`src/core/sar_pkg.sv`:
```
// Constants and types for the serial port of the eight-channel converter.
package sar_pkg;
    localparam int RES_W = 12;
    localparam int CTRL_W = 8;
    localparam logic [4:0] FALL_FIRST = 5'h01;
    localparam logic [4:0] FALL_HOLD = 5'h04;
    localparam logic [4:0] FALL_LAST = 5'h10;
    localparam logic [4:0] FALL_TOP = 5'h10;
    localparam logic [3:0] RISE_CTRL_LAST = 4'h7;
    localparam logic [2:0] CHAN_RESET = 3'h0;
    localparam logic [RES_W-1:0] RESULT_RESET = 12'h000;

    // Layout of the channel select register.
    typedef struct packed {
        logic [1:0] ignored_hi;
        logic [2:0] chan_sel;
        logic [2:0] ignored_lo;
    } sar_ctrl_t;

    typedef enum logic [1:0] {
        PH_OFF = 2'b00,
        PH_TRACK = 2'b01,
        PH_HOLD = 2'b10
    } sar_phase_t;

    // Status seen by the analog side.
    typedef struct packed {
        logic power;
        logic track;
        logic hold;
    } sar_status_t;
endpackage

```
`src/core/sar_serial_port.sv`:
```
// Serial framing, control capture and result shifting of the converter.
`timescale 1ns/1ns
module sar_serial_port (
    // Clock and reset
    input wire logic MCLK_I,
    input wire logic RSTN_I,
    // Serial pins from the master
    input wire logic CS_N_I,
    input wire logic SCLK_I,
    input wire logic DIN_I,
    // Serial data output pin
    output logic DOUT_O,
    output logic DOUT_OE_O,
    // Converter core side
    input wire logic [sar_pkg::RES_W-1:0] RESULT_I,
    output logic [2:0] CHAN_SEL_O,
    output logic SAMPLE_O,
    output sar_pkg::sar_status_t STATUS_O
);
    // ****************************************
    // Pin synchronisers
    // ****************************************
    logic [1:0] cs_sync;
    logic [1:0] sclk_sync;
    logic [1:0] din_sync;
    logic cs_d;
    logic sclk_d;

    always_ff @(posedge MCLK_I or negedge RSTN_I) begin
        if (!RSTN_I) begin
            cs_sync <= 2'h3;
            sclk_sync <= 2'h0;
            din_sync <= 2'h0;
            cs_d <= 1'b1;
            sclk_d <= 1'b0;
        end else begin
            cs_sync <= {cs_sync[0], CS_N_I};
            sclk_sync <= {sclk_sync[0], SCLK_I};
            din_sync <= {din_sync[0], DIN_I};
            cs_d <= cs_sync[1];
            sclk_d <= sclk_sync[1];
        end
    end

    // ****************************************
    // Edge events
    // ****************************************
    // Only the second stage and its delayed copy feed the edge logic.
    logic frame;
    logic cs_fall;
    logic fall_tick;
    logic rise_tick;

    assign frame = !cs_sync[1];
    assign cs_fall = cs_d && !cs_sync[1];
    // A low clock at select fall counts as the first falling edge.
    assign fall_tick = frame && (cs_fall ? !sclk_sync[1] : (sclk_d && !sclk_sync[1]));
    assign rise_tick = frame && !cs_fall && !sclk_d && sclk_sync[1];

    // ****************************************
    // Conversion counters
    // ****************************************
    logic [4:0] fall_cnt;
    logic [4:0] next_fall_cnt;
    logic [3:0] rise_cnt;

    always_comb begin
        next_fall_cnt = fall_cnt;
        if (!frame) begin
            next_fall_cnt = 5'h00;
        end else if (cs_fall) begin
            next_fall_cnt = fall_tick ? sar_pkg::FALL_FIRST : 5'h00;
        end else if (fall_tick) begin
            // Wrap after the sixteenth fall gives back-to-back conversions.
            if (fall_cnt == sar_pkg::FALL_TOP || fall_cnt == 5'h00) begin
                next_fall_cnt = sar_pkg::FALL_FIRST;
            end else begin
                next_fall_cnt = fall_cnt + 5'h01;
            end
        end
    end

    always_ff @(posedge MCLK_I or negedge RSTN_I) begin
        if (!RSTN_I) begin
            fall_cnt <= 5'h00;
        end else begin
            fall_cnt <= next_fall_cnt;
        end
    end

    // Rising edges wrap every sixteen; the master keeps whole multiples.
    always_ff @(posedge MCLK_I or negedge RSTN_I) begin
        if (!RSTN_I) begin
            rise_cnt <= 4'h0;
        end else if (!frame || cs_fall) begin
            rise_cnt <= 4'h0;
        end else if (rise_tick) begin
            rise_cnt <= rise_cnt + 4'h1;
        end
    end

    // ****************************************
    // Control byte capture
    // ****************************************
    logic [sar_pkg::CTRL_W-1:0] ctrl_shift;
    sar_pkg::sar_ctrl_t next_ctrl;
    logic [2:0] pending_chan;

    assign next_ctrl = {ctrl_shift[sar_pkg::CTRL_W-2:0], din_sync[1]};

    always_ff @(posedge MCLK_I or negedge RSTN_I) begin
        if (!RSTN_I) begin
            ctrl_shift <= 8'h00;
            pending_chan <= sar_pkg::CHAN_RESET;
        end else if (rise_tick && rise_cnt <= sar_pkg::RISE_CTRL_LAST) begin
            ctrl_shift <= next_ctrl;
            if (rise_cnt == sar_pkg::RISE_CTRL_LAST) begin
                // Only the channel field is kept; the other bits have no effect.
                pending_chan <= next_ctrl.chan_sel;
            end
        end
    end

    // The new code takes effect at the start of the following conversion.
    always_ff @(posedge MCLK_I or negedge RSTN_I) begin
        if (!RSTN_I) begin
            CHAN_SEL_O <= sar_pkg::CHAN_RESET;
        end else if (fall_tick && next_fall_cnt == sar_pkg::FALL_FIRST) begin
            CHAN_SEL_O <= pending_chan;
        end
    end

    // ****************************************
    // Track, hold and power
    // ****************************************
    sar_pkg::sar_phase_t phase;
    sar_pkg::sar_phase_t next_phase;

    always_comb begin
        case (next_fall_cnt)
            5'h00: next_phase = sar_pkg::PH_OFF;
            5'h01, 5'h02, 5'h03: next_phase = sar_pkg::PH_TRACK;
            default: next_phase = sar_pkg::PH_HOLD;
        endcase
    end

    always_ff @(posedge MCLK_I or negedge RSTN_I) begin
        if (!RSTN_I) begin
            phase <= sar_pkg::PH_OFF;
            STATUS_O <= '0;
        end else begin
            phase <= next_phase;
            STATUS_O.track <= (next_phase == sar_pkg::PH_TRACK);
            STATUS_O.hold <= (next_phase == sar_pkg::PH_HOLD);
            // Down while deselected and between fall 16 and the next fall 1.
            STATUS_O.power <= frame && (next_fall_cnt != sar_pkg::FALL_LAST);
        end
    end

    // ****************************************
    // Result latch and serial output
    // ****************************************
    // The core hands over a straight binary code; it is sampled at hold entry.
    logic [sar_pkg::RES_W-1:0] result;
    logic [4:0] bit_idx;

    assign bit_idx = sar_pkg::FALL_TOP - next_fall_cnt;

    always_ff @(posedge MCLK_I or negedge RSTN_I) begin
        if (!RSTN_I) begin
            result <= sar_pkg::RESULT_RESET;
            SAMPLE_O <= 1'b0;
        end else begin
            SAMPLE_O <= fall_tick && next_fall_cnt == sar_pkg::FALL_HOLD;
            if (fall_tick && next_fall_cnt == sar_pkg::FALL_HOLD) begin
                result <= RESULT_I;
            end
        end
    end

    always_ff @(posedge MCLK_I or negedge RSTN_I) begin
        if (!RSTN_I) begin
            DOUT_O <= 1'b0;
            DOUT_OE_O <= 1'b0;
        end else begin
            DOUT_OE_O <= frame;
            if (!frame) begin
                DOUT_O <= 1'b0;
            end else if (fall_tick) begin
                if (next_fall_cnt <= sar_pkg::FALL_HOLD) begin
                    DOUT_O <= 1'b0;
                end else begin
                    DOUT_O <= result[bit_idx[3:0]];
                end
            end
        end
    end
endmodule

```
`config.mk`:
```
export PLATFORM = sky130hd
export DESIGN_NAME = sar_serial_port
export DESIGN_NICKNAME = d
export VERILOG_FILES = /design/src/core/sar_pkg.sv /design/src/core/sar_serial_port.sv
export SDC_FILE = /design/constraint.sdc
export NUM_CORES = 1
export LEC_CHECK = 0
export ABC_AREA = 1
export BUFFER_PORTS_ARGS = -buffer_cell sky130_fd_sc_hd__buf_4
export CAP_MARGIN = 40
export CORE_ASPECT_RATIO = 0.8
export CORE_MARGIN = 4
export CORE_UTILIZATION = 52
export DETAILED_ROUTE_END_ITERATION = 12
export GPL_TIMING_DRIVEN = 0
export PLACE_DENSITY = 0.77
export RECOVER_POWER = 25
export SKIP_LAST_GASP = 1
export SYNTH_ARGS = -nofsm -noshare
export SYNTH_HDL_FRONTEND = slang
export SYNTH_SLANG_ARGS = --single-unit
```
`constraint.sdc`:
```
create_clock -name MCLK_I -period 2 [get_ports MCLK_I]
set_input_delay 0.2 -clock MCLK_I [delete_from_list [all_inputs] [get_ports MCLK_I]]
set_output_delay 0.2 -clock MCLK_I [all_outputs]
set_load 0.005 [all_outputs]
```
---- After elaboration in Yosys (flattened, before gate mapping) ----
Index checks and enable logic that the tools add are counted.
word-level totals
  bits in registers ....................... 46
  output and inout port bits .............. 9
  word-level logic and storage cells ...... 68
cells by class
  $add $sub $neg .......................... 3
  magnitude comparators ................... 3
  eq/ne operators ......................... 9
  mux-type cells .......................... 14
  reductions and logical operators ........ 22
operators with widths
  kind                 count
  $mux 5               4
  $eq 5x2->1 const B   2
  $logic_and 1x1->1    10
  $logic_not 5->1      2
  $mux 4               2
  $mux 1               6
  $add 5x1->5 const B  1
  $eq 5x1->1 const B   1
  $eq 5x3->1 const B   1
  $eq 5x5->1 const B   1
  $le 5x3->1 const B   1
  $lt 4x5->1 const B   1
  $ne 5x5->1 const B   1
  $add 4x1->4 const B  1
  $bmux 1 s4           1
  $eq 4x3->1 const B   1
  $le 4x3->1 const B   1
  $logic_not 1->1      4
  $pmux 2 s2           1
  $reduce_bool 2->1    2
  $sub 1x4->4 const A  1
  $reduce_or 3->1      1
  $eq 2x1->1 const B   1
  $eq 2x2->1 const B   1
  2 further kinds      3

---- Longest topological paths before layout ----
  depth in word-level cells ............... 13
  depth in mapped cells ................... 16

---- Worst setup path after synthesis ----
OpenSTA, ideal clock, no wires.
  kind .................................... register to register
  from .................................... register cs_sync[1]
  to ...................................... register result[3] (netlist bit)
  data arrival time ....................... 2046 ps
  data required time ...................... 1879 ps
  path slack .............................. -166 ps
  stages on the path, launching flop included .. 12
  buffers on the path ..................... 1
  clock period less this slack ............ 2166 ps
  cells stage by stage .................... dfstp_2 > inv_2 > nand2_4 > nand2_4 > nand2_2 > nand2_1 > nand3_2 > ha_1 > nand4_2 > nor3_4 > buf_6 > o21ai_1
on the way
  longest elaborated chain between the ends .. 9
ends and longest elaborated chain
  item                              line                                          RTL
  from (decl)                       sar_serial_port.sv:23                         logic [1:0] cs_sync;
  from (signal assigned)            sar_serial_port.sv:37                         cs_sync <= {cs_sync[0], CS_N_I};
  $logic_not 1->1                   sar_serial_port.sv:54, sar_serial_port.sv:55
  $logic_and 1x1->1                 sar_serial_port.sv:55                         assign cs_fall = cs_d && !cs_sync[1];
  $mux 1                            sar_serial_port.sv:57                         assign fall_tick = frame && (cs_fall ? !sclk_sync[1] : (sclk_d && !sclk_sync[1]));
  $logic_and 1x1->1                 sar_serial_port.sv:57
  $mux 5 or $mux 1 (tied branches)  sar_serial_port.sv:73, sar_serial_port.sv:72
  $mux 5                            sar_serial_port.sv:71                         end else if (cs_fall) begin
  $mux 5                            sar_serial_port.sv:69                         if (!frame) begin
  $eq 5x3->1                        sar_serial_port.sv:175                        if (fall_tick && next_fall_cnt == sar_pkg::FALL_HOLD) begin
  $logic_and 1x1->1 (*)             sar_serial_port.sv:175
  to (signal assigned)              sar_serial_port.sv:171                        result <= sar_pkg::RESULT_RESET;
  to (decl)                         sar_serial_port.sv:164                        logic [sar_pkg::RES_W-1:0] result;
Every way passes the cells marked *; elsewhere a longest branch is shown, timed or not.
A chain may end at the register's enable or synchronous reset.

---- Final worst setup path ----
  from .................................... register cs_d
  to ...................................... register result[11] (netlist bit)
on the way
  longest elaborated chain between the ends .. 8
ends and longest elaborated chain
  item                              line                                          RTL
  from (decl)                       sar_serial_port.sv:26                         logic cs_d;
  from (signal assigned)            sar_serial_port.sv:40                         cs_d <= cs_sync[1];
  $logic_and 1x1->1 (*)             sar_serial_port.sv:55
  $mux 1                            sar_serial_port.sv:57
  $logic_and 1x1->1                 sar_serial_port.sv:57
  $mux 5 or $mux 1 (tied branches)  sar_serial_port.sv:73, sar_serial_port.sv:72
  $mux 5                            sar_serial_port.sv:71
  $mux 5                            sar_serial_port.sv:69
  $eq 5x3->1                        sar_serial_port.sv:175
  $logic_and 1x1->1 (*)             sar_serial_port.sv:175
Marked as above.

==> results.py <==
metrics = {
    "final_layout": {
        "antennaDiodeCount": 0,
        "areaGrowthSynthToFinish_pct": 35.2,
        "fin_nets": 324,
        "final_layout_size_suffix_gt1_share_pct": 39.5,
        "final_common_cell": "nand2_1",
        "fin_area_um2": 3040,
        "final_cell_mix": "44 x nand2_1, 43 x dfrtp_1, 38 x buf_4, 35 x inv_1, 19 x nand3_1",
    },
    "clocking": {
        "clockBufferDepth": 2,
        "h-tree-depth": 2,
        "cts.clk_slew.worst_paths_ps": 90,
        "clockRootBuffer": "clkbuf_8",
        "cts_sinks": 46,
        "cts_buffers": 5,
        "cts_tree": "done",
        "clock_latency_ps": 310,
    },
    "drt": {
        "route.detailed.drc": 0,
        "dr.pass1.iters": 4,
        "drt-vias-per-instance": 5.16,
        "vias": 1848,
        "postRouteAntennaNets": 0,
        "totalWireLength_mm": 5.14,
        "wire_per_inst_um": 14.4,
        "dr.first_iter.drc_count": 153,
    },
    "floorplanning": {
        "fp.dieW_um": 81.5,
        "start_util_pct": 53.8,
        "die_h_um": 66.8,
        "ios": 26,
        "dieArea_um2": 5440,
        "row_count": 21,
        "coreArea_um2": 4180,
    },
    "sta": {
        "finalSetupTns_ps": -1820,
        "drv_slew": 0,
        "timing.fmax_mhz": 465,
        "skew_ps": 8.58,
        "period_minus_slack_ps": 2150,
        "rsz0062_at_grt": "yes",
        "worstMarginPinSlew_ps": 1110,
        "fin_crit_sh_pct": 107,
        "setup_ws_ps": -149,
        "slew_headroom_pct": 25.9,
        "hold_viol_final": 0,
        "final-setup-viol-count": 17,
    },
    "global_route": {
        "grt_antenna_before_repair": 0,
        "grt_pass1_vias": 1711,
        "grt_pass1_wl_mm": 7.87,
        "track_usage_pct": 19.4,
        "grt_max_degree": 47,
        "overflow": 0,
    },
    "critical_path": {
        "required_ps": 2240,
        "r2r_end": "result[11]",
        "startpoint_type": "register",
        "reg2regPathDepth": 11,
        "endpoint_kind": "register",
        "crit_arrival_ps": 2390,
        "r2r_slack_ps": -150,
        "crit_fanout": 5,
        "crit_type": "register to register",
        "crit-reg2reg-launch": "cs_d",
    },
    "placed_design": {
        "portBuffers": 25,
        "place_area_um2": 2530,
        "place_hpwl_mm": 3.00,
        "place.gp.congestion": 0.904,
    },
    "synth": {
        "syn-num-nets": 266,
        "syn_inst": 242,
        "ys_seq_area_share_pct": 51.4,
        "synth-seq-cells": 46,
        "async_flop_share_pct": 100,
        "syn_area_per_cell_um2": 9.28,
        "synth-edff-count": 0,
        "synth-main-ff-cell": "dfrtp_1",
        "netlist_area_um2": 2250,
        "yosys_warnings": 0,
        "ys_types": 29,
    },
    "power_and_ir_drop": {
        "cellLeakagePower_nw": 1.50,
        "finalPower_mw": 1.87,
        "powerDensity_nw_per_um2": 614,
        "ir_drop_mv": 0.530,
    },
    "hold_path": {
        "worstHoldPathCells": 1,
        "worstHoldStart": "SCLK_I",
        "whs_endpoint": "sclk_sync[0]",
        "hold_class": "input port to register",
    },
    "status": {
        "status": "finished with violations",
        "failed_checks": "negative setup slack",
    },
    "flow_run": {
        "maxCapViolCount": 0,
    },
}
==> where the power goes <==
part | internal, mW | total (mW) | leakage, nW | switching [mW]
clock network | 0.248 | 0.565 | 0.0385 | 0.318
logic | 0.127 | 0.293 | 0.925 | 0.165
registers | 0.981 | 1.01 | 0.541 | 0.0263
==> sequential cells by signal, indices dropped and copies added, names as in the netlist <==
| register | count |
|---|---|
| result | 12 |
| ctrl_shift | 5 |
| fall_cnt | 5 |
| rise_cnt | 4 |
| CHAN_SEL_O | 3 |
| STATUS_O | 3 |
| pending_chan | 3 |
| cs_sync | 2 |
| din_sync | 2 |
| sclk_sync | 2 |
| DOUT_O | 1 |
| DOUT_OE_O | 1 |
| SAMPLE_O | 1 |
| cs_d | 1 |
| sclk_d | 1 |
==> synthesized netlist by cell type, types with 3 or more instances <==
master	count	area share (%)
nand2_1	51	8.5
dfrtp_1	43	48
inv_1	37	6.2
nand3_1	21	4.7
nand4_1	9	2.5
nand2_2	8	2.2
o21ai_1	8	1.8
ha_1	7	3.9
nor2_1	7	1.2
o21ai_0	7	1.6
o21ai_2	7	2.7
a21oi_1	6	1.3
inv_2	4	0.67
nand3_2	4	1.8
dfstp_2	3	3.5
mux2_2	3	1.5
==> metal layers <==
layer | track usage (%) | up-vias | share of wire, %
met4 | 8.65 | 0 | 2.1
li1 | - | 893 | -
met3 | 3.38 | 10 | 3.7
met1 | 25.6 | 904 | 43
met5 | 0 | - | 0
met2 | 31.3 | 41 | 51
==> how the worst max path moves through the flow <==
stage	from	to
2_1_floorplan	cs_sync[1]	DOUT_O
3_3_place_gp	cs_sync[1]	DOUT_O
3_5_place_dp	fall_cnt[0]	result[7]
4_1_cts	cs_sync[1]	result[4]
5_1_grt	cs_sync[1]	result[11]
6_report	cs_d	result[11]
==> repair_timing <==
| item | 4_1_cts | 5_1_grt |
|---|---|---|
| hold endpoints to repair | 45 | 0 |
| cloned | 2 | 0 |
| hold buffers | 3 | 0 |
| pin swaps | 7 | 13 |
| setup buffers | 15 | 6 |
| resized for setup | 24 | 20 |
| endpoints found under the setup margin | 19 | 20 |
==> worst max-delay path, stage by stage (launching register included) <==
cell	delay (ps)
dfstp_2	610
nand2_8	90
a21oi_4	200
nand2_2	110
nand3_4	100
ha_4	170
nand4_4	100
nor3_4	300
buf_6	160
buf_6	130
nand2_2	50
o21ai_2	50
==> per-stage QoR <==
stage	worst slack [ps]	hold slack, ps	util [%]	cells
2_1_floorplan	-10.2	-95.6	-	242
3_3_place_gp	-242	234	60.6	324
4_1_cts	-38.7	0.971	69.4	352
5_1_grt	-241	23.9	72.7	358
3_5_place_dp	-273	235	60.6	324
6_report	-149	24.8	72.7	358
==> area by class of cell <==
class | instances | area (µm²)
sequential | 46 | 1150
clock inverter | 1 | 7.51
fill | 277 | 1140
multi-input combinational | 152 | 1120
clock buffer | 7 | 76.3
tap | 57 | 71.3
buffer | 3 | 31.3
timing repair buffer | 51 | 423
inverter | 41 | 156
==> cell families (layout without fill, tap and decap cells) <==
kind of cell	count (synthesis)	in the layout	share of synthesized area, %
adders and majority gates	7	7	3.90
AOI/OAI and AO/OA	29	29	7.69
xor gates and xnor gates	1	1	0.390
buffers and inverters	44	103	8.02
muxes	3	3	1.50
DFF	46	46	51.4
and+or+nand+nor	112	112	27.1
Power figures use the tool's default switching activity.
